`src/sss_pkg.sv`:
```
package sss_pkg;
  // sizes
  localparam int NUM_CHAN = 8;
  localparam int CHAN_W = 3;
  localparam int GAIN_W = 2;
  localparam int EXP_CH_W = 6;
  localparam int ADC_W = 16;
  localparam int RES_BASE_W = 12;
  localparam int CAL_W = 16;
  localparam int CAL_SHIFT = 14;
  localparam int PERIOD_W = 16;
  localparam int DIO_W = 8;
  localparam int DIO_ADDR_W = 5;
  localparam int PRN_W = 8;
  localparam int PRN_CTL_W = 4;
  localparam int FIFO_AW = 4;
  localparam int SKID_AW = 1;
  localparam int SYNC_STAGES = 2;

  // timing
  localparam int CLK_PERIOD_NS = 25;
  localparam int CONV_TIME_NS = 1000;
  localparam int CONV_CYC = (CONV_TIME_NS / CLK_PERIOD_NS < 1) ? 1 : CONV_TIME_NS / CLK_PERIOD_NS;
  localparam int CONV_WAIT = CONV_CYC + SYNC_STAGES;
  localparam int MIN_PERIOD = CONV_WAIT + 4;
  localparam int STROBE_TIME_NS = 200;
  localparam int STROBE_CYC = (STROBE_TIME_NS + CLK_PERIOD_NS - 1) / CLK_PERIOD_NS;
  localparam int CNT_W = 8;

  // reset and idle values, result limits
  localparam logic [PRN_CTL_W-1:0] PRN_CTL_IDLE = 4'hf;
  localparam logic [PRN_W-1:0] PRN_DATA_IDLE = 8'h00;
  localparam logic [ADC_W-1:0] RES_BASE_MAX = 16'h0fff;
  localparam logic [ADC_W-1:0] RES_HI_MAX = 16'hffff;

  typedef enum logic [2:0] {
    SSS_IDLE = 3'b001,
    SSS_ARMED = 3'b010,
    SSS_RUN = 3'b100
  } sss_seq_t;

  typedef enum logic [3:0] {
    SSS_DIO_IDLE = 4'b0001,
    SSS_DIO_SETUP = 4'b0010,
    SSS_DIO_STROBE = 4'b0100,
    SSS_DIO_HOLD = 4'b1000
  } sss_dio_st_t;

  // settings for one sample slot
  typedef struct packed {
    logic [CHAN_W-1:0] chan;
    logic [GAIN_W-1:0] gain;
    logic bipolar;
    logic exp_src;
    logic [EXP_CH_W-1:0] exp_chan;
    logic filt;
    logic trig_use;
  } sss_slot_t;

  // processor access to the digital port
  typedef struct packed {
    logic write;
    logic [DIO_ADDR_W-1:0] addr;
    logic [DIO_W-1:0] wdata;
  } sss_dio_req_t;
endpackage : sss_pkg

```
`src/sss_top.sv`:
```
`timescale 1ns/10ps
module sss_fifo #(
  parameter int W = 16,
  parameter int AW = 1
) (
  input wire logic clk_i,
  input wire logic rst_i,
  input wire logic in_valid_i,
  output logic in_ready_o,
  input wire logic [W-1:0] in_data_i,
  output logic out_valid_o,
  input wire logic out_ready_i,
  output logic [W-1:0] out_data_o
);
  localparam int DEPTH = 1 << AW;
  logic [W-1:0] mem_r [DEPTH];
  logic [AW:0] wp_r;
  logic [AW:0] rp_r;
  wire logic full = (wp_r[AW] != rp_r[AW]) && (wp_r[AW-1:0] == rp_r[AW-1:0]);
  wire logic empty = (wp_r == rp_r);
  wire logic push = in_valid_i && !full;
  wire logic pop = out_ready_i && !empty;

  assign in_ready_o = !full;
  assign out_valid_o = !empty;
  assign out_data_o = mem_r[rp_r[AW-1:0]];

  always_ff @(posedge clk_i or posedge rst_i) begin
    if (rst_i) begin
      wp_r <= '0;
      rp_r <= '0;
    end else begin
      if (push) wp_r <= wp_r + 1'b1;
      if (pop) rp_r <= rp_r + 1'b1;
    end
  end

  always_ff @(posedge clk_i) begin
    if (push) mem_r[wp_r[AW-1:0]] <= in_data_i;
  end
endmodule : sss_fifo

module sss_top (
  input wire logic clk_i,
  input wire logic rst_i,
  // configuration
  input wire logic hi_res_i,
  input wire logic arm_i,
  input wire logic trig_src_ttl_i,
  input wire logic trig_falling_i,
  input wire logic [sss_pkg::PERIOD_W-1:0] period_i,
  input wire logic port_mode_byte_i,
  // processor slot loading, calibration and trigger level
  input wire logic load_i,
  input wire sss_pkg::sss_slot_t slot_i,
  input wire logic [sss_pkg::CAL_W-1:0] cal_gain_i,
  input wire logic [sss_pkg::CAL_W-1:0] cal_offset_i,
  input wire logic [sss_pkg::ADC_W-1:0] trig_level_i,
  input wire logic trig_above_i,
  // status
  output logic acq_active_o,
  output logic underrun_o,
  input wire logic underrun_clr_i,
  output logic overflow_o,
  input wire logic overflow_clr_i,
  output logic dsp_trig_o,
  // trigger pins
  input wire logic ch1_trig_i,
  input wire logic logic_trigger_in_i,
  // front end and converter
  output logic [sss_pkg::NUM_CHAN-1:0] chan_sel_o,
  output logic [sss_pkg::GAIN_W-1:0] gain_amplifier_o,
  output logic bipolar_o,
  output logic filter_sel_o,
  output logic exp_src_o,
  output logic conv_start_o,
  input wire logic [sss_pkg::ADC_W-1:0] adc_data_i,
  // expansion units
  output logic exp_strobe_o,
  output logic [sss_pkg::EXP_CH_W-1:0] exp_chan_o,
  output logic [sss_pkg::GAIN_W-1:0] exp_gain_o,
  // host sample stream
  output logic fifo_valid_o,
  input wire logic fifo_ready_i,
  output logic [sss_pkg::ADC_W-1:0] fifo_data_o,
  // processor digital port access
  input wire logic dio_req_i,
  input wire sss_pkg::sss_dio_req_t dio_cmd_i,
  output logic dio_done_o,
  output logic [sss_pkg::DIO_W-1:0] dio_rdata_o,
  // digital port pins
  input wire logic [sss_pkg::DIO_W-1:0] port_data_byte_i,
  output logic [sss_pkg::DIO_W-1:0] port_data_byte_o,
  output logic port_data_byte_oe_o,
  output logic [sss_pkg::DIO_ADDR_W-1:0] port_addr_o,
  output logic port_en_n_o,
  output logic port_rd_n_o,
  output logic port_wr_n_o,
  // printer pass-through
  input wire logic [sss_pkg::PRN_W-1:0] host_data_i,
  input wire logic [sss_pkg::PRN_CTL_W-1:0] host_ctl_i,
  output logic [sss_pkg::PRN_W-1:0] prn_data_o,
  output logic [sss_pkg::PRN_CTL_W-1:0] prn_ctl_o
);
  import sss_pkg::*;

  function automatic logic [NUM_CHAN-1:0] chan_decode(input logic [CHAN_W-1:0] c);
    chan_decode = NUM_CHAN'(1) << c;
  endfunction : chan_decode

  // pin synchronisers, first stage read only by the second
  logic [1:0] s1_r;
  logic [1:0] s2_r;
  logic [1:0] s3_r;
  logic [ADC_W-1:0] adc1_r;
  logic [ADC_W-1:0] adc2_r;
  logic [DIO_W-1:0] dio1_r;
  logic [DIO_W-1:0] dio2_r;
  logic [PRN_W+PRN_CTL_W-1:0] host1_r;
  logic [PRN_W+PRN_CTL_W-1:0] host2_r;
  logic [2:0] prime_r;
  always_ff @(posedge clk_i or posedge rst_i) begin
    if (rst_i) begin
      s1_r <= '0;
      s2_r <= '0;
      s3_r <= '0;
      adc1_r <= '0;
      adc2_r <= '0;
      dio1_r <= '0;
      dio2_r <= '0;
      host1_r <= '0;
      host2_r <= '0;
      prime_r <= '0;
    end else begin
      s1_r <= {logic_trigger_in_i, ch1_trig_i};
      s2_r <= s1_r;
      s3_r <= s2_r;
      adc1_r <= adc_data_i;
      adc2_r <= adc1_r;
      dio1_r <= port_data_byte_i;
      dio2_r <= dio1_r;
      host1_r <= {host_ctl_i, host_data_i};
      host2_r <= host1_r;
      prime_r <= {prime_r[1:0], 1'b1};
    end
  end

  // low-latency trigger edge on the selected source
  // edges masked until the synchroniser holds real pin values
  wire logic [1:0] primed = {2{prime_r[2]}};
  wire logic [1:0] rise = primed & s2_r & ~s3_r;
  wire logic [1:0] fall = primed & ~s2_r & s3_r;
  wire logic [1:0] edges = trig_falling_i ? fall : rise;
  wire logic trig_edge = trig_src_ttl_i ? edges[1] : edges[0];

  // sequencer
  sss_seq_t state_r;
  sss_seq_t state_nxt;
  logic [PERIOD_W-1:0] per_cnt_r;
  logic pend_vld_r;
  sss_slot_t pend_r;
  sss_slot_t slot_r;
  logic hires_r;
  logic [CNT_W-1:0] conv_cnt_r;
  logic conv_trig_r;
  wire logic [PERIOD_W-1:0] period_eff =
    (period_i < PERIOD_W'(MIN_PERIOD)) ? PERIOD_W'(MIN_PERIOD) : period_i;
  wire logic sample_start = ((state_r == SSS_ARMED) && trig_edge)
    || ((state_r == SSS_RUN) && (per_cnt_r == '0));

  always_comb begin
    state_nxt = state_r;
    case (state_r)
      SSS_IDLE: if (arm_i) state_nxt = SSS_ARMED;
      SSS_ARMED: begin
        if (!arm_i) state_nxt = SSS_IDLE;
        else if (trig_edge) state_nxt = SSS_RUN;
      end
      SSS_RUN: if (!arm_i) state_nxt = SSS_IDLE;
      default: state_nxt = SSS_IDLE;
    endcase
  end

  always_ff @(posedge clk_i or posedge rst_i) begin
    if (rst_i) begin
      state_r <= SSS_IDLE;
      per_cnt_r <= '0;
      pend_vld_r <= 1'b0;
      pend_r <= '0;
      slot_r <= '0;
      hires_r <= 1'b0;
      underrun_o <= 1'b0;
    end else begin
      state_r <= state_nxt;
      per_cnt_r <= sample_start ? period_eff - 1'b1 : per_cnt_r - (per_cnt_r != '0);
      if (load_i) pend_r <= slot_i;
      if (load_i) pend_vld_r <= 1'b1;
      else if (sample_start) pend_vld_r <= 1'b0;
      if (sample_start) begin
        slot_r <= pend_r;
        hires_r <= hi_res_i;
      end
      if (sample_start && !pend_vld_r) underrun_o <= 1'b1;
      else if (underrun_clr_i) underrun_o <= 1'b0;
    end
  end

  // applied selections, from slot_r and hires_r (loaded on the same sample_start) so they change together
  assign chan_sel_o = chan_decode(slot_r.chan);
  assign gain_amplifier_o = slot_r.gain;
  assign bipolar_o = slot_r.bipolar;
  assign exp_src_o = slot_r.exp_src;
  assign exp_chan_o = slot_r.exp_chan;
  assign exp_gain_o = slot_r.gain;
  assign filter_sel_o = slot_r.filt && hires_r;
  assign acq_active_o = (state_r == SSS_RUN);

  // conversion timing and capture
  logic raw_vld_r;
  logic [ADC_W-1:0] raw_r;
  always_ff @(posedge clk_i or posedge rst_i) begin
    if (rst_i) begin
      conv_start_o <= 1'b0;
      exp_strobe_o <= 1'b0;
      conv_cnt_r <= '0;
      conv_trig_r <= 1'b0;
      raw_vld_r <= 1'b0;
      raw_r <= '0;
    end else begin
      conv_start_o <= sample_start;
      exp_strobe_o <= sample_start;
      if (conv_start_o) begin
        conv_cnt_r <= CNT_W'(CONV_WAIT);
        conv_trig_r <= slot_r.trig_use;
      end else if (conv_cnt_r != '0) begin
        conv_cnt_r <= conv_cnt_r - 1'b1;
      end
      raw_vld_r <= (conv_cnt_r == CNT_W'(1));
      if (conv_cnt_r == CNT_W'(1)) begin
        raw_r <= hires_r ? adc2_r : (adc2_r & RES_BASE_MAX);
      end
    end
  end

  // gain and offset correction
  wire logic [2*CAL_W-1:0] prod = raw_r * cal_gain_i;
  wire logic [ADC_W+1:0] scaled = {2'b00, prod[CAL_SHIFT+ADC_W-1:CAL_SHIFT]};
  wire logic [ADC_W+1:0] sum = scaled + {{2{cal_offset_i[CAL_W-1]}}, cal_offset_i};
  wire logic [ADC_W-1:0] res_max = hires_r ? RES_HI_MAX : RES_BASE_MAX;
  wire logic [ADC_W-1:0] corr = sum[ADC_W+1] ? '0
    : ((sum[ADC_W] || (sum[ADC_W-1:0] > res_max)) ? res_max : sum[ADC_W-1:0]);

  logic corr_vld_r;
  logic corr_trig_r;
  logic [ADC_W-1:0] corr_r;
  logic skid_ready;
  logic mid_valid;
  logic mid_ready;
  logic [ADC_W-1:0] mid_data;
  wire logic hit = trig_above_i ? (corr_r >= trig_level_i) : (corr_r <= trig_level_i);
  always_ff @(posedge clk_i or posedge rst_i) begin
    if (rst_i) begin
      corr_vld_r <= 1'b0;
      corr_trig_r <= 1'b0;
      corr_r <= '0;
      dsp_trig_o <= 1'b0;
      overflow_o <= 1'b0;
    end else begin
      corr_vld_r <= raw_vld_r;
      corr_trig_r <= conv_trig_r;
      if (raw_vld_r) corr_r <= corr;
      dsp_trig_o <= corr_vld_r && corr_trig_r && hit;
      if (corr_vld_r && !skid_ready) overflow_o <= 1'b1;
      else if (overflow_clr_i) overflow_o <= 1'b0;
    end
  end

  // two-entry buffer feeding the host FIFO
  sss_fifo #(.W(ADC_W), .AW(SKID_AW)) u_skid (
    .clk_i(clk_i),
    .rst_i(rst_i),
    .in_valid_i(corr_vld_r),
    .in_ready_o(skid_ready),
    .in_data_i(corr_r),
    .out_valid_o(mid_valid),
    .out_ready_i(mid_ready),
    .out_data_o(mid_data)
  );
  sss_fifo #(.W(ADC_W), .AW(FIFO_AW)) u_host_fifo (
    .clk_i(clk_i),
    .rst_i(rst_i),
    .in_valid_i(mid_valid),
    .in_ready_o(mid_ready),
    .in_data_i(mid_data),
    .out_valid_o(fifo_valid_o),
    .out_ready_i(fifo_ready_i),
    .out_data_o(fifo_data_o)
  );

  // digital port, processor side only
  sss_dio_st_t dio_r;
  sss_dio_st_t dio_nxt;
  sss_dio_req_t cmd_r;
  logic [CNT_W-1:0] dio_cnt_r;
  wire logic dio_cnt_end = (dio_cnt_r == '0);
  always_comb begin
    dio_nxt = dio_r;
    case (dio_r)
      SSS_DIO_IDLE: if (dio_req_i) dio_nxt = SSS_DIO_SETUP;
      SSS_DIO_SETUP: dio_nxt = port_mode_byte_i ? SSS_DIO_STROBE : SSS_DIO_HOLD;
      SSS_DIO_STROBE: if (dio_cnt_end) dio_nxt = SSS_DIO_HOLD;
      SSS_DIO_HOLD: dio_nxt = SSS_DIO_IDLE;
      default: dio_nxt = SSS_DIO_IDLE;
    endcase
  end
  wire logic in_strobe = (dio_r == SSS_DIO_STROBE);
  always_ff @(posedge clk_i or posedge rst_i) begin
    if (rst_i) begin
      dio_r <= SSS_DIO_IDLE;
      cmd_r <= '0;
      dio_cnt_r <= '0;
      dio_done_o <= 1'b0;
      dio_rdata_o <= '0;
      port_addr_o <= '0;
      port_data_byte_o <= '0;
      port_data_byte_oe_o <= 1'b0;
      port_en_n_o <= 1'b1;
      port_rd_n_o <= 1'b1;
      port_wr_n_o <= 1'b1;
    end else begin
      dio_r <= dio_nxt;
      if (dio_r == SSS_DIO_IDLE && dio_req_i) cmd_r <= dio_cmd_i;
      dio_cnt_r <= (dio_r == SSS_DIO_SETUP) ? CNT_W'(STROBE_CYC - 1) : dio_cnt_r - !dio_cnt_end;
      dio_done_o <= (dio_r == SSS_DIO_HOLD);
      if ((in_strobe && dio_cnt_end && !cmd_r.write) || (dio_r == SSS_DIO_SETUP && !port_mode_byte_i))
        dio_rdata_o <= dio2_r;
      port_addr_o <= port_mode_byte_i ? cmd_r.addr : '0;
      port_en_n_o <= !(port_mode_byte_i && (dio_nxt != SSS_DIO_IDLE) && (dio_r != SSS_DIO_IDLE));
      port_rd_n_o <= !((dio_nxt == SSS_DIO_STROBE) && !cmd_r.write);
      port_wr_n_o <= !((dio_nxt == SSS_DIO_STROBE) && cmd_r.write);
      port_data_byte_oe_o <= port_mode_byte_i && cmd_r.write && (dio_nxt != SSS_DIO_IDLE)
        && (dio_r != SSS_DIO_IDLE);
      port_data_byte_o <= cmd_r.wdata;
    end
  end

  // printer pass-through
  wire logic unit_active = (state_r != SSS_IDLE);
  always_ff @(posedge clk_i or posedge rst_i) begin
    if (rst_i) begin
      prn_data_o <= PRN_DATA_IDLE;
      prn_ctl_o <= PRN_CTL_IDLE;
    end else begin
      prn_data_o <= unit_active ? PRN_DATA_IDLE : host2_r[PRN_W-1:0];
      prn_ctl_o <= unit_active ? PRN_CTL_IDLE : host2_r[PRN_W+PRN_CTL_W-1:PRN_W];
    end
  end

  // checks
  localparam int CW = CONV_WAIT + 1;
  one_hot_chan_a: assert property (@(posedge clk_i) disable iff (rst_i) $onehot(chan_sel_o))
    else $error("channel select not one-hot");
  conv_capture_a: assert property (@(posedge clk_i) disable iff (rst_i)
    conv_start_o |-> ##CW raw_vld_r) else $error("capture not at conversion end");
  base_width_a: assert property (@(posedge clk_i) disable iff (rst_i)
    (corr_vld_r && !hires_r) |-> (corr_r[ADC_W-1:RES_BASE_W] == '0)) else $error("base result too wide");
  apply_together_a: assert property (@(posedge clk_i) disable iff (rst_i)
    sample_start |=> (chan_sel_o == chan_decode($past(pend_r.chan))) && (bipolar_o == $past(pend_r.bipolar))
    && (exp_src_o == $past(pend_r.exp_src))) else $error("settings not applied together");
  exp_forward_a: assert property (@(posedge clk_i) disable iff (rst_i)
    sample_start |=> exp_strobe_o && conv_start_o && (exp_gain_o == $past(pend_r.gain))
    && (exp_chan_o == $past(pend_r.exp_chan)))
    else $error("expansion not told at sample start");
  filter_base_a: assert property (@(posedge clk_i) disable iff (rst_i)
    sample_start |=> (filter_sel_o == ($past(pend_r.filt) && $past(hi_res_i))))
    else $error("filter select wrong for variant");
  overflow_set_a: assert property (@(posedge clk_i) disable iff (rst_i)
    (corr_vld_r && !skid_ready) |=> overflow_o) else $error("overflow not flagged");
  underrun_set_a: assert property (@(posedge clk_i) disable iff (rst_i)
    (sample_start && !pend_vld_r) |=> underrun_o) else $error("underrun not flagged");
  trig_start_a: assert property (@(posedge clk_i) disable iff (rst_i)
    ((state_r == SSS_ARMED) && arm_i && trig_edge) |=> acq_active_o && conv_start_o)
    else $error("trigger did not start acquisition");
  printer_hold_a: assert property (@(posedge clk_i) disable iff (rst_i)
    unit_active |=> (prn_ctl_o == PRN_CTL_IDLE)) else $error("printer not held idle");
  strobe_enable_a: assert property (@(posedge clk_i) disable iff (rst_i)
    (!port_rd_n_o || !port_wr_n_o) |-> !port_en_n_o) else $error("strobe without enable");
  cov_run_c: cover property (@(posedge clk_i) disable iff (rst_i) conv_start_o ##[40:60] corr_vld_r);
  cov_trig_c: cover property (@(posedge clk_i) disable iff (rst_i) dsp_trig_o);
  cov_ovf_c: cover property (@(posedge clk_i) disable iff (rst_i) $rose(overflow_o));
  cov_dio_c: cover property (@(posedge clk_i) disable iff (rst_i) $fell(port_wr_n_o));
endmodule : sss_top

```
`config.mk`:
```
export PLATFORM = sky130hd
export DESIGN_NAME = sss_top
export DESIGN_NICKNAME = d
export VERILOG_FILES = /design/src/sss_pkg.sv /design/src/sss_top.sv
export SDC_FILE = /design/constraint.sdc
export NUM_CORES = 1
export LEC_CHECK = 0
export BUFFER_PORTS_ARGS = -buffer_cell sky130_fd_sc_hd__buf_2
export CAP_MARGIN = 20
export CORE_AREA = 5 5 213 369
export DETAILED_ROUTE_END_ITERATION = 10
export DIE_AREA = 0 0 218 374
export PLACE_DENSITY = 0.63
export SYNTH_ARGS = -nofsm -noshare
export SYNTH_HDL_FRONTEND = slang
export SYNTH_SLANG_ARGS = --single-unit
```
`constraint.sdc`:
```
create_clock -name clk_i -period 8.8 [get_ports clk_i]
set_input_delay 0.44 -clock clk_i [delete_from_list [all_inputs] [get_ports clk_i]]
set_output_delay 0.44 -clock clk_i [all_outputs]
set_load 0.05 [all_outputs]
```
Word-level counts from Yosys, hierarchy flattened:

Memory sizes are Yosys's and may differ from the RTL's.
Cells that the tools add are included.

* logic and storage cells: 182
* output and inout port bits: 82
* input port bits: 144
* memory bits (writable): 288
* register bits after elaboration: 258
* memories kept: 2

* eq/ne operators: 21
* bitwise operators: 6
* reduce and logical (&&, ||, !) cells: 46
* magnitude comparators: 4
* muxes and demuxes: 34
* shift operators: 1
* $add $sub $neg: 9
* multipliers: 1

Memory list
* u_host_fifo.mem_r: depth 16, bits a word 16, rd ports 1, clocked after Yosys merged registers in 0, wr ports 1, line sss_top.sv:16 `logic [W-1:0] mem_r [DEPTH];`
* u_skid.mem_r: depth 2, bits a word 16, rd ports 1, clocked after Yosys merged registers in 0, wr ports 1, line sss_top.sv:16

Operator list (count)
* two-way mux 16 bit: 6
* two-way mux 8 bit: 4
* multiplier 16 x 16 -> 30 bit: 1
* logical AND 1 bit: 23
* adder 17 x 16 -> 18 bit: 1
* greater-or-equal comparator 16 bit: 1
* greater-than comparator 16 bit: 1
* less-or-equal comparator 16 bit: 1
* logical NOT 16 bit: 1
* less-than comparator 16 x 6 -> 1 bit, second input constant: 1
* two-way mux 4 bit: 4
* nonzero test 16 bit: 1
* subtractor 16 x 1 -> 16 bit: 1
* subtractor 16 x 1 -> 16 bit, second input constant: 1
* two-way mux 1 bit: 12
* two-way mux 3 bit: 4
* one-hot mux 4 bit (3 select lines): 1
* logical NOT 1 bit: 11
* adder 5 x 1 -> 5 bit, second input constant: 2
* one-hot mux 3 bit (3 select lines): 1
* AND 2 bit: 4
* == test 4 x 3 -> 1 bit, second input constant: 2
* == test 8 x 1 -> 1 bit, second input constant: 1
* logical NOT 8 bit: 1
* other kinds (26): 36

Logic depth before layout (Yosys ltp):

Gate-level depths: netlist of the first run.

* depth after elaboration: 9
* depth in mapped cells: 41
* depth with buffers taken out: 39

Hierarchy:

Synthesis of the first run repeated with hierarchy kept, for this count alone.

* cell total of the unflattened synthesis: 2324
* area, all modules: 29883.7 sq um

By module, submodules not included
* sss_top: cells each 1772, area each 18143.7 sq um, instances 1
* sss_fifo at u_host_fifo: cells each 475, area each 10331.2 sq um, instances 1
* sss_fifo at u_skid: cells each 77, area each 1408.9 sq um, instances 1

Worst setup path after synthesis of the first run:

Ideal clock, no wire load.

* path kind: input-to-reg
* from: input port cal_gain_i[4] in the netlist's numbering
* to: register corr_r[14]
* data required time: 8.699 ns
* stages: 37
* slack: -0.400 ns
* library setup time: 0.101 ns
* arrival: 9.100 ns
* path through: clkbuf_1 and2_1 fa_1 inv_1 fa_1 fa_1 inv_1 fa_1 fa_1 inv_1 fa_1 inv_1 ha_1 and4_1 a21oi_1 o211a_1 o21ai_0 and4b_1 o31ai_1 xnor2_1 ha_1 and3_1 a221o_1 a31oi_1 o22ai_1 o31a_1 a21oi_1 xor2_1 inv_1 ha_1 nand4_1 nor4b_1 nand4_1 a2111oi_4 a41oi_2 or2_4 o311ai_2

* cells in the longest elaborated chain, start to end: 6

RTL lines
* start, declared: line sss_top.sv:56 `input wire logic [sss_pkg::CAL_W-1:0] cal_gain_i,`
* multiplier 16 x 16 -> 30 bit *: line sss_top.sv:246 `wire logic [2*CAL_W-1:0] prod = raw_r * cal_gain_i;`
* adder 17 x 16 -> 18 bit *: line sss_top.sv:248 `wire logic [ADC_W+1:0] sum = scaled + {{2{cal_offset_i[CAL_W-1]}}, cal_offset_i};`
* greater-than comparator 16 bit: line sss_top.sv:251 `: ((sum[ADC_W] || (sum[ADC_W-1:0] > res_max)) ? res_max : sum[ADC_W-1:0]);`
* logical OR 1 bit: line sss_top.sv:251
* two-way mux 16 bit: line sss_top.sv:251
* two-way mux 16 bit *: line sss_top.sv:250 `wire logic [ADC_W-1:0] corr = sum[ADC_W+1] ? '0`
* end signal, assigned: line sss_top.sv:271 `if (raw_vld_r) corr_r <= corr;`
* end, declared: line sss_top.sv:255 `logic [ADC_W-1:0] corr_r;`

Mark *: on every way between the ends. The rest lies on a longest branch, timed or not.
A chain may end at the register's enable or synchronous reset.

Worst setup path in the final report of the first run:

* from: register raw_r[6]
* to: register corr_r[14]

* cells in the longest elaborated chain, start to end: 6

RTL lines
* start, declared: line sss_top.sv:220 `logic [ADC_W-1:0] raw_r;`
* start signal, assigned: line sss_top.sv:240 `raw_r <= hires_r ? adc2_r : (adc2_r & RES_BASE_MAX);`
* multiplier 16 x 16 -> 30 bit *: line sss_top.sv:246
* adder 17 x 16 -> 18 bit *: line sss_top.sv:248
* greater-than comparator 16 bit: line sss_top.sv:251
* logical OR 1 bit: line sss_top.sv:251
* two-way mux 16 bit: line sss_top.sv:251
* two-way mux 16 bit *: line sss_top.sv:250

Marked as above.

==> implementation parameters, run 1 <==
Parameter                              Value

STA
  Post-layout minimum cycle time ... 9.22 ns
  Unrepaired setup endpoints after global routing ... true
  Final hold vios ... 0
  Setup clock skew after layout ... 0.0389 ns
  PnR worst setup slack ... -0.419 ns
  Crit share post-route ... 1.05
  Final max-slew violation count ... 0
  Number of failing setup endpoints in the final timing report ... 16
  Maximum achievable frequency ... 108 MHz
  Slew Limit Headroom ... 0.345
  Worst slew pin tran ... 0.982 ns

CTS
  Clock edge transition at the registers on the reported setup and hold paths ... 0.06 ns
  # H-tree levels ... 2
  Buffers from clock root to sink, at most ... 3
  CTS sink count ... 546
  Clock tree from TritonCTS ... done
  Number of clock buffers inserted by TritonCTS ... 48
  Clock root cell ... sky130_fd_sc_hd__clkbuf_16
  Worst skew pair latency ... 0.63 ns

Yosys
  Yosys cell types ... 77
  Adder-cell area share of the yosys netlist ... 0.189
  Simple-gate portion of the synthesized area ... 0.0973
  Ys async rst share ... 0.473
  Share of the synthesized area in the top cell type ... 0.291
  Number of synthesized flops with an enable pin ... 288
  Most used DFF post-synth ... sky130_fd_sc_hd__edfxtp_1
  Xor/xnor cell area share of the yosys netlist ... 0.0274
  Gate count of the mapped netlist ... 2,266
  Share of cell area taken by muxes after synthesis ... 0.0877
  Average instance area after synthesis ... 13.1 µm²
  Number of synthesis warnings ... 0
  Cell type contributing the most total cell area after synthesis ... sky130_fd_sc_hd__edfxtp_1
  Compound-cell area share of the yosys netlist ... 0.0399
  Cells taking the most area after synthesis ... sky130_fd_sc_hd__edfxtp_1 29%, sky130_fd_sc_hd__dfrtp_1 21%, sky130_fd_sc_hd__fa_1 13%, sky130_fd_sc_hd__mux4_2 6.1%, sky130_fd_sc_hd__ha_1 6.0%
  Post-synthesis sequential element count ... 546
  Combined area of all synthesized cells ... 29,800 µm²
  Main combinational cell family by area after synthesis ... adder cells
  Number of nets in the synthesized netlist ... 2,745
  Seq/Total Area, Yosys ... 0.508

Global route
  Total gr overflow ... 0
  Maximum number of pins on one net before global-route repair ... 152
  Total routing usage reported by global routing ... 0.171
  Vias in the first global route ... 20,500
  Antenna violations before repair ... 13
  Wire length of the first global-routing pass ... 111 mm

Routing
  DR pass1 iterations ... 5
  Number of violations reported at the end of detailed-routing iteration 0 ... 789
  Wirelength, routed ... 69.3 mm
  Routed vias/inst ... 4.91
  DRC errors left ... 0
  Remaining antenna violation count ... 0
  Overall via count from detail_route ... 18,400
  WL/cell ... 18.5 µm

Floorplan
  Core region area ... 75,200 µm²
  Vertical die dimension ... 374 µm
  I/O pins ... 226
  Total die area ... 81,500 µm²
  Die W ... 218 µm
  Initial Util ... 0.396
  Std-Cell Rows ... 133

Status
  Outcome ... finished, violations left
  Violated checks ... negative setup slack

Final layout
  Final layout net count ... 3,169
  Number of fill cells in the layout ... 6,711
  Total area of multi-input combinational cells ... 13,500 µm²
  Sequential Area ... 15,100 µm²
  Synth-to-Final Area Change ... 20.1%
  Fraction of layout cells with a size suffix above 1 ... 0.272
  Most frequent cells in the layout ... 288 x sky130_fd_sc_hd__edfxtp_1, 283 x sky130_fd_sc_hd__inv_1, 245 x sky130_fd_sc_hd__nand2_1, 240 x sky130_fd_sc_hd__dfrtp_1, 225 x sky130_fd_sc_hd__buf_2
  Most common library cell in the layout ignoring fill and taps ... sky130_fd_sc_hd__edfxtp_1

Run
  Maximum Capacitance Violations ... 0

Min path
  Hold Path Class ... primary input to flop

Placement
  Post-DP HPWL ... 53.1 mm
  Weighted congestion at the end of routability-driven global placement ... 0.896
  Pre-CTS setup slack ... -0.892 ns
  Port buffer count ... 225

Worst setup path
  Setup Crit Path Kind ... flop to flop
  Slowest cell delay on critical path ... 0.54 ns
  Capturing point of the worst reg2reg path ... corr_r[14]
  Signal arrival time at the worst endpoint ... 9.74 ns
  Maximum fanout count along the critical path ... 5
  Launching instance or port of the critical path ... raw_r[6]
  Start of the worst register-to-register path ... raw_r[6]
  Critical Path RT ... 9.32 ns
  Startpoint Class ... flop
  Worst setup path endpoint ... corr_r[14]
  Worst r2r path cells ... 37
  Element type at the critical path end ... flop
  CP most frequent cell ... sky130_fd_sc_hd__fa_1
  Flop2flop setup slack ... -0.42 ns
  Critical-path top delay cell ... sky130_fd_sc_hd__fa_1
synthesized netlist by cell type, types with 3 or more instances:
library cell	n
sky130_fd_sc_hd__buf_1	7
sky130_fd_sc_hd__and3_1	11
sky130_fd_sc_hd__nor2_1	68
sky130_fd_sc_hd__mux4_2	80
sky130_fd_sc_hd__o21a_1	3
sky130_fd_sc_hd__and4_1	3
sky130_fd_sc_hd__xnor2_1	54
sky130_fd_sc_hd__buf_6	3
sky130_fd_sc_hd__nor3b_1	6
sky130_fd_sc_hd__nand3_1	11
sky130_fd_sc_hd__a211oi_1	4
sky130_fd_sc_hd__nor2b_1	10
sky130_fd_sc_hd__edfxtp_1	288
sky130_fd_sc_hd__nand4_1	12
sky130_fd_sc_hd__or3_1	9
sky130_fd_sc_hd__a21oi_2	3
sky130_fd_sc_hd__o22ai_1	16
sky130_fd_sc_hd__a31oi_1	5
sky130_fd_sc_hd__o21bai_1	5
sky130_fd_sc_hd__a21o_1	20
sky130_fd_sc_hd__dfrtp_1	249
sky130_fd_sc_hd__nand2_1	246
sky130_fd_sc_hd__nand2b_1	20
sky130_fd_sc_hd__dfstp_2	9
sky130_fd_sc_hd__o221ai_1	4
sky130_fd_sc_hd__or2_2	5
sky130_fd_sc_hd__o21ai_1	3
sky130_fd_sc_hd__a21oi_1	50
sky130_fd_sc_hd__fa_1	193
sky130_fd_sc_hd__buf_4	13
sky130_fd_sc_hd__and2_1	123
sky130_fd_sc_hd__ha_1	142
sky130_fd_sc_hd__clkbuf_1	64
sky130_fd_sc_hd__a21boi_0	3
sky130_fd_sc_hd__nor3_1	29
sky130_fd_sc_hd__mux2_2	70
sky130_fd_sc_hd__xor2_1	39
sky130_fd_sc_hd__nor4_1	15
sky130_fd_sc_hd__o21ai_0	31
sky130_fd_sc_hd__inv_1	289
metrics by stage:
stage	hold WS, ns	cell area (µm²)	util	cells	TNS, ns
floorplan	0.331	29900	-	2266	0
global placement	0.333	33200	0.441	3584	-8.53
detailed placement	0.335	33200	0.442	3586	-13.31
CTS	0.000226	35600	0.474	3737	-4.50
global route	0.0176	35700	0.475	3743	-12.33
finish	0.0492	35800	0.475	3750	-5.89
what timing repair did:
item                                    in CTS  in global routing
endpoints found under the hold margin      120                  0
endpoints found under the setup margin      16                 16
gates cloned                                 0                  0
hold buffers                                49                  0
pin swaps                                   27                 21
resized for setup                           41                 19
buffers inserted                            12                  5
how the worst min path moves through the flow:
stage / startpoint / end / slack (ns) / cells past startpoint
floorplan: adc1_r[0] / adc2_r[0] / 0.33 / 0
global placement: host1_r[0] / host2_r[0] / 0.33 / 0
detailed placement: adc1_r[0] / adc2_r[0] / 0.33 / 0
CTS: slot_i[13] / pend_r[13] / 0.0002 / 2
global route: slot_i[11] / pend_r[11] / 0.02 / 2
finish: slot_i[8] / pend_r[8] / 0.05 / 2
registers in the layout, summed over array words and instances (netlist names), 6 cells and up:
signal             count
u_skid.mem_r          32
prn_data_o             8
adc1_r                16
dio_rdata_o            8
raw_r                 16
per_cnt_r             16
u_host_fifo.mem_r    256
adc2_r                16
corr_r                16
dio2_r                 8
pend_r                15
cmd_r                 14
host1_r               12
host2_r               12
dio_cnt_r              8
dio1_r                 8
conv_cnt_r             8
exp_chan_o             6
port_data_byte_o       8
per-layer routing:
layer  track usage  wire length (µm)
met2         0.334             39300
met3        0.0326              3200
met5             0                74
met4        0.0551              2380
met1         0.183             24300
critical path, delay by kind of cell, from the launching register on:
kind	cells	cell delay, ns
AND/OR/NAND/NOR	9	1.69
flip-flops	1	0.40
adder cells (fa/ha/maj)	9	3.78
XOR/XNOR	2	0.31
buffers and inverters	6	0.47
AO/OA/AOI/OAI	11	2.48
logic make-up after synthesis:
logic type / count (synthesis)
compound gates: 174
xor+xnor: 93
mux: 152
simple gates: 586
fa+ha+maj: 335
other cells: 1
flops: 546
buf+inv: 379
area by class of cell:
type / count / area share
Antenna cell: 8 / 0.000560
Clock buffer: 56 / 0.0344
Clock inverter: 34 / 0.0104
Inverter: 290 / 0.0307
Multi-Input combinational cell: 1341 / 0.379
Sequential cell: 546 / 0.423
Tap cell: 1012 / 0.0354
Timing Repair Buffer: 463 / 0.0867
Power of run 1 is not shown: default switching activity piles up to over one toggle a cycle in this logic, so the estimate is an artifact.
==> run 2, diff against run 1 <==
- CORE_AREA: 5 5 213 369 -> 5 5 182 316
- DIE_AREA: 0 0 218 374 -> 0 0 187 321
- GPL_TIMING_DRIVEN: not set -> 0
- PLACE_DENSITY: 0.63 -> not set
- PLACE_DENSITY_LB_ADDON: not set -> 0.05
==> run 2 against run 1 <==
  * The flow still finishes with violations (negative setup slack)
  * Clock skew fell by 0.020 ns
  * Sequential cell count did not move
  * Core utilization up 17 points
  * Critical endpoint is now corr_r[10]
  * Global-route usage up 7.1 points
  * Non-clock buffer count shrank 38
  * Worst setup slack worse by 0.16 ns
  * Die area fell by 26%
  * Clock-buffer cell count grew 11
  * Maximum frequency down 1.7%
  * Critical path type unchanged
==> implementation parameters, run 2 (same netlist as run 1, synthesis figures left out) <==
Parameter                              Value

Status
  Outcome ... finished, violations left
  Violated checks ... negative setup slack

Final layout
  Post-route insts no fill ... 3,390 (-9.6%)
  Final layout net count ... 3,131 (-1.2%)
  Largest register FFs ... 256 (unchanged)
  Most common library cell in the layout ignoring fill and taps ... sky130_fd_sc_hd__edfxtp_1
  Number of fill cells in the layout ... 4,166 (-38%)
  Synth-to-Final Area Change ... 18.7%
  Fraction of layout cells with a size suffix above 1 ... 0.259 (-0.0132)
  Most frequent cells in the layout ... 288 x sky130_fd_sc_hd__edfxtp_1, 282 x sky130_fd_sc_hd__inv_1, 245 x sky130_fd_sc_hd__nand2_1, 233 x sky130_fd_sc_hd__dfrtp_1, 226 x sky130_fd_sc_hd__buf_2

Floorplan
  I/O pins ... 226 (unchanged)
  Initial Util ... 0.543 (+0.148)
  Die W ... 187 µm (-14%)
  Vertical die dimension ... 321 µm (-14%)
  Std-Cell Rows ... 114 (-14%)
  Total die area ... 60,000 µm² (-26%)
  Core region area ... 54,800 µm² (-27%)

Worst setup path
  Start of the worst register-to-register path ... raw_r[5]
  Capturing point of the worst reg2reg path ... corr_r[10]
  Maximum fanout count along the critical path ... 6 (+1)
  Critical Path RT ... 9.25 ns (-0.07 ns)
  Flop2flop setup slack ... -0.58 ns (-0.16 ns)
  Critical-path top delay cell ... sky130_fd_sc_hd__fa_1
  Worst r2r path cells ... 38 (+2.7%)
  CP most frequent cell ... sky130_fd_sc_hd__fa_1
  Slowest cell delay on critical path ... 0.56 ns (+0.02 ns)
  Element type at the critical path end ... flop
  Setup Crit Path Kind ... flop to flop
  Signal arrival time at the worst endpoint ... 9.82 ns (+0.08 ns)
  Startpoint Class ... flop

CTS
  Buffers from clock root to sink, at most ... 3 (unchanged)
  Clock edge transition at the registers on the reported setup and hold paths ... 0.06 ns (about the same)
  # H-tree levels ... 2 (unchanged)
  CTS sink count ... 546 (unchanged)
  Worst skew pair latency ... 0.59 ns (-0.04 ns)
  Clock tree from TritonCTS ... done
  Clock root cell ... sky130_fd_sc_hd__clkbuf_16
  Number of clock buffers inserted by TritonCTS ... 48 (unchanged)

Routing
  Routed vias/inst ... 5.47 (+11%)
  DRC errors left ... 0 (unchanged)
  WL/cell ... 21.0 µm (+14%)
  DR pass1 iterations ... 5 (unchanged)
  Wirelength, routed ... 71.2 mm (+2.8%)
  Number of violations reported at the end of detailed-routing iteration 0 ... 881 (+12%)
  Overall via count from detail_route ... 18,500 (+0.77%)
  Remaining antenna violation count ... 0 (unchanged)

Placement
  # placed instances ... 3,206 (-11%)
  Port buffer count ... 223 (-0.89%)
  Post-DP HPWL ... 54.1 mm (+1.8%)
  Pre-CTS setup slack ... -1.63 ns (-0.736 ns)
  Weighted congestion at the end of routability-driven global placement ... 0.891 (-0.51%)

Min path
  Hold Path Class ... primary input to asynchronous set/reset pin

STA
  Final max-slew violation count ... 0 (unchanged)
  Worst slew pin tran ... 1.06 ns (+0.0750 ns)
  Maximum achievable frequency ... 107 MHz (-1.7%)
  Crit share post-route ... 1.07 (+0.0179)
  Hold_ws ... 0.0361 ns (-0.0131 ns)
  Final hold vios ... 0 (unchanged)
  Setup clock skew after layout ... 0.0190 ns (-0.0199 ns)
  PnR worst setup slack ... -0.577 ns (-0.158 ns)
  Number of failing setup endpoints in the final timing report ... 16 (unchanged)
  Setup TNS after final layout ... -8.70 ns (-2.80 ns)
  Post-layout minimum cycle time ... 9.38 ns (+0.158 ns)
  Slew Limit Headroom ... 0.295 (-0.0500)
  Unrepaired setup endpoints after global routing ... true

Global route
  Maximum number of pins on one net before global-route repair ... 138 (-9.2%)
  Antenna violations before repair ... 4 (-9)
  Total routing usage reported by global routing ... 0.242 (+0.0709)
  Vias in the first global route ... 20,400 (-0.71%)
  Total gr overflow ... 0 (unchanged)
  Wire length of the first global-routing pass ... 113 mm (+1.9%)

Run
  Maximum Capacitance Violations ... 0 (unchanged)
[run 2: final cells by class]
cell class	count	area, µm²	share of cell area
Antenna cell	3	7.51	0.000212
Buffer	89	601	0.0170
Clock buffer	67	1330	0.0377
Clock inverter	22	410	0.0116
Inverter	290	1100	0.0310
Multi-Input combinational cell	1341	13500	0.383
Sequential cell	546	15100	0.428
Tap cell	696	871	0.0246
Timing Repair Buffer	336	2340	0.0662
[run 2: critical path, delay by kind of cell, from the launching register on]
family,cells,cell delay (ns)
flip-flops,1,0.46
buffers and inverters,7,0.68
adder cells (fa/ha/maj),9,3.90
AO/OA/AOI/OAI,11,2.08
XOR/XNOR,2,0.45
AND/OR/NAND/NOR,9,1.63
[run 2: worst max-delay path by stage]
| stage | start | slack (ns) | cells past startpoint | endpoint |
|---|---|---|---|---|
| 2_1_floorplan | cal_gain_i[5] | 0.0004 | 37 | corr_r[14] |
| 3_3_place_gp | raw_r[4] | -1.58 | 40 | corr_r[0] |
| 3_5_place_dp | raw_r[4] | -1.63 | 40 | corr_r[0] |
| 4_1_cts | raw_r[7] | -0.57 | 38 | corr_r[0] |
| 5_1_grt | raw_r[5] | -0.97 | 38 | corr_r[9] |
| 6_report | raw_r[5] | -0.58 | 38 | corr_r[10] |
[run 2: through the flow]
stage,area [µm²],util
6_report,35300,0.645
5_1_grt,35300,0.645
4_1_cts,35100,0.640
3_5_place_dp,32300,0.590
3_3_place_gp,31900,0.583
2_1_floorplan,29900,-
[run 2: timing repair]
item | 4_1_cts | 5_1_grt
buffers inserted | 36 | 14
pin swaps | 34 | 15
cloned | 1 | 0
resized for setup | 81 | 27
hold buffers | 39 | 0
endpoints found under the hold margin | 39 | 0
endpoints found under the setup margin | 16 | 16
[run 2: per-layer routing]
layer | up-vias | GRT usage | routed length (µm)
met4 | 2 | 0.101 | 3290
li1 | 8433 | - | -
met5 | - | 0 | 13
met2 | 466 | 0.479 | 41200
met1 | 9481 | 0.257 | 24000
met3 | 163 | 0.0301 | 2660
Power of run 2 is left out for the same reason.
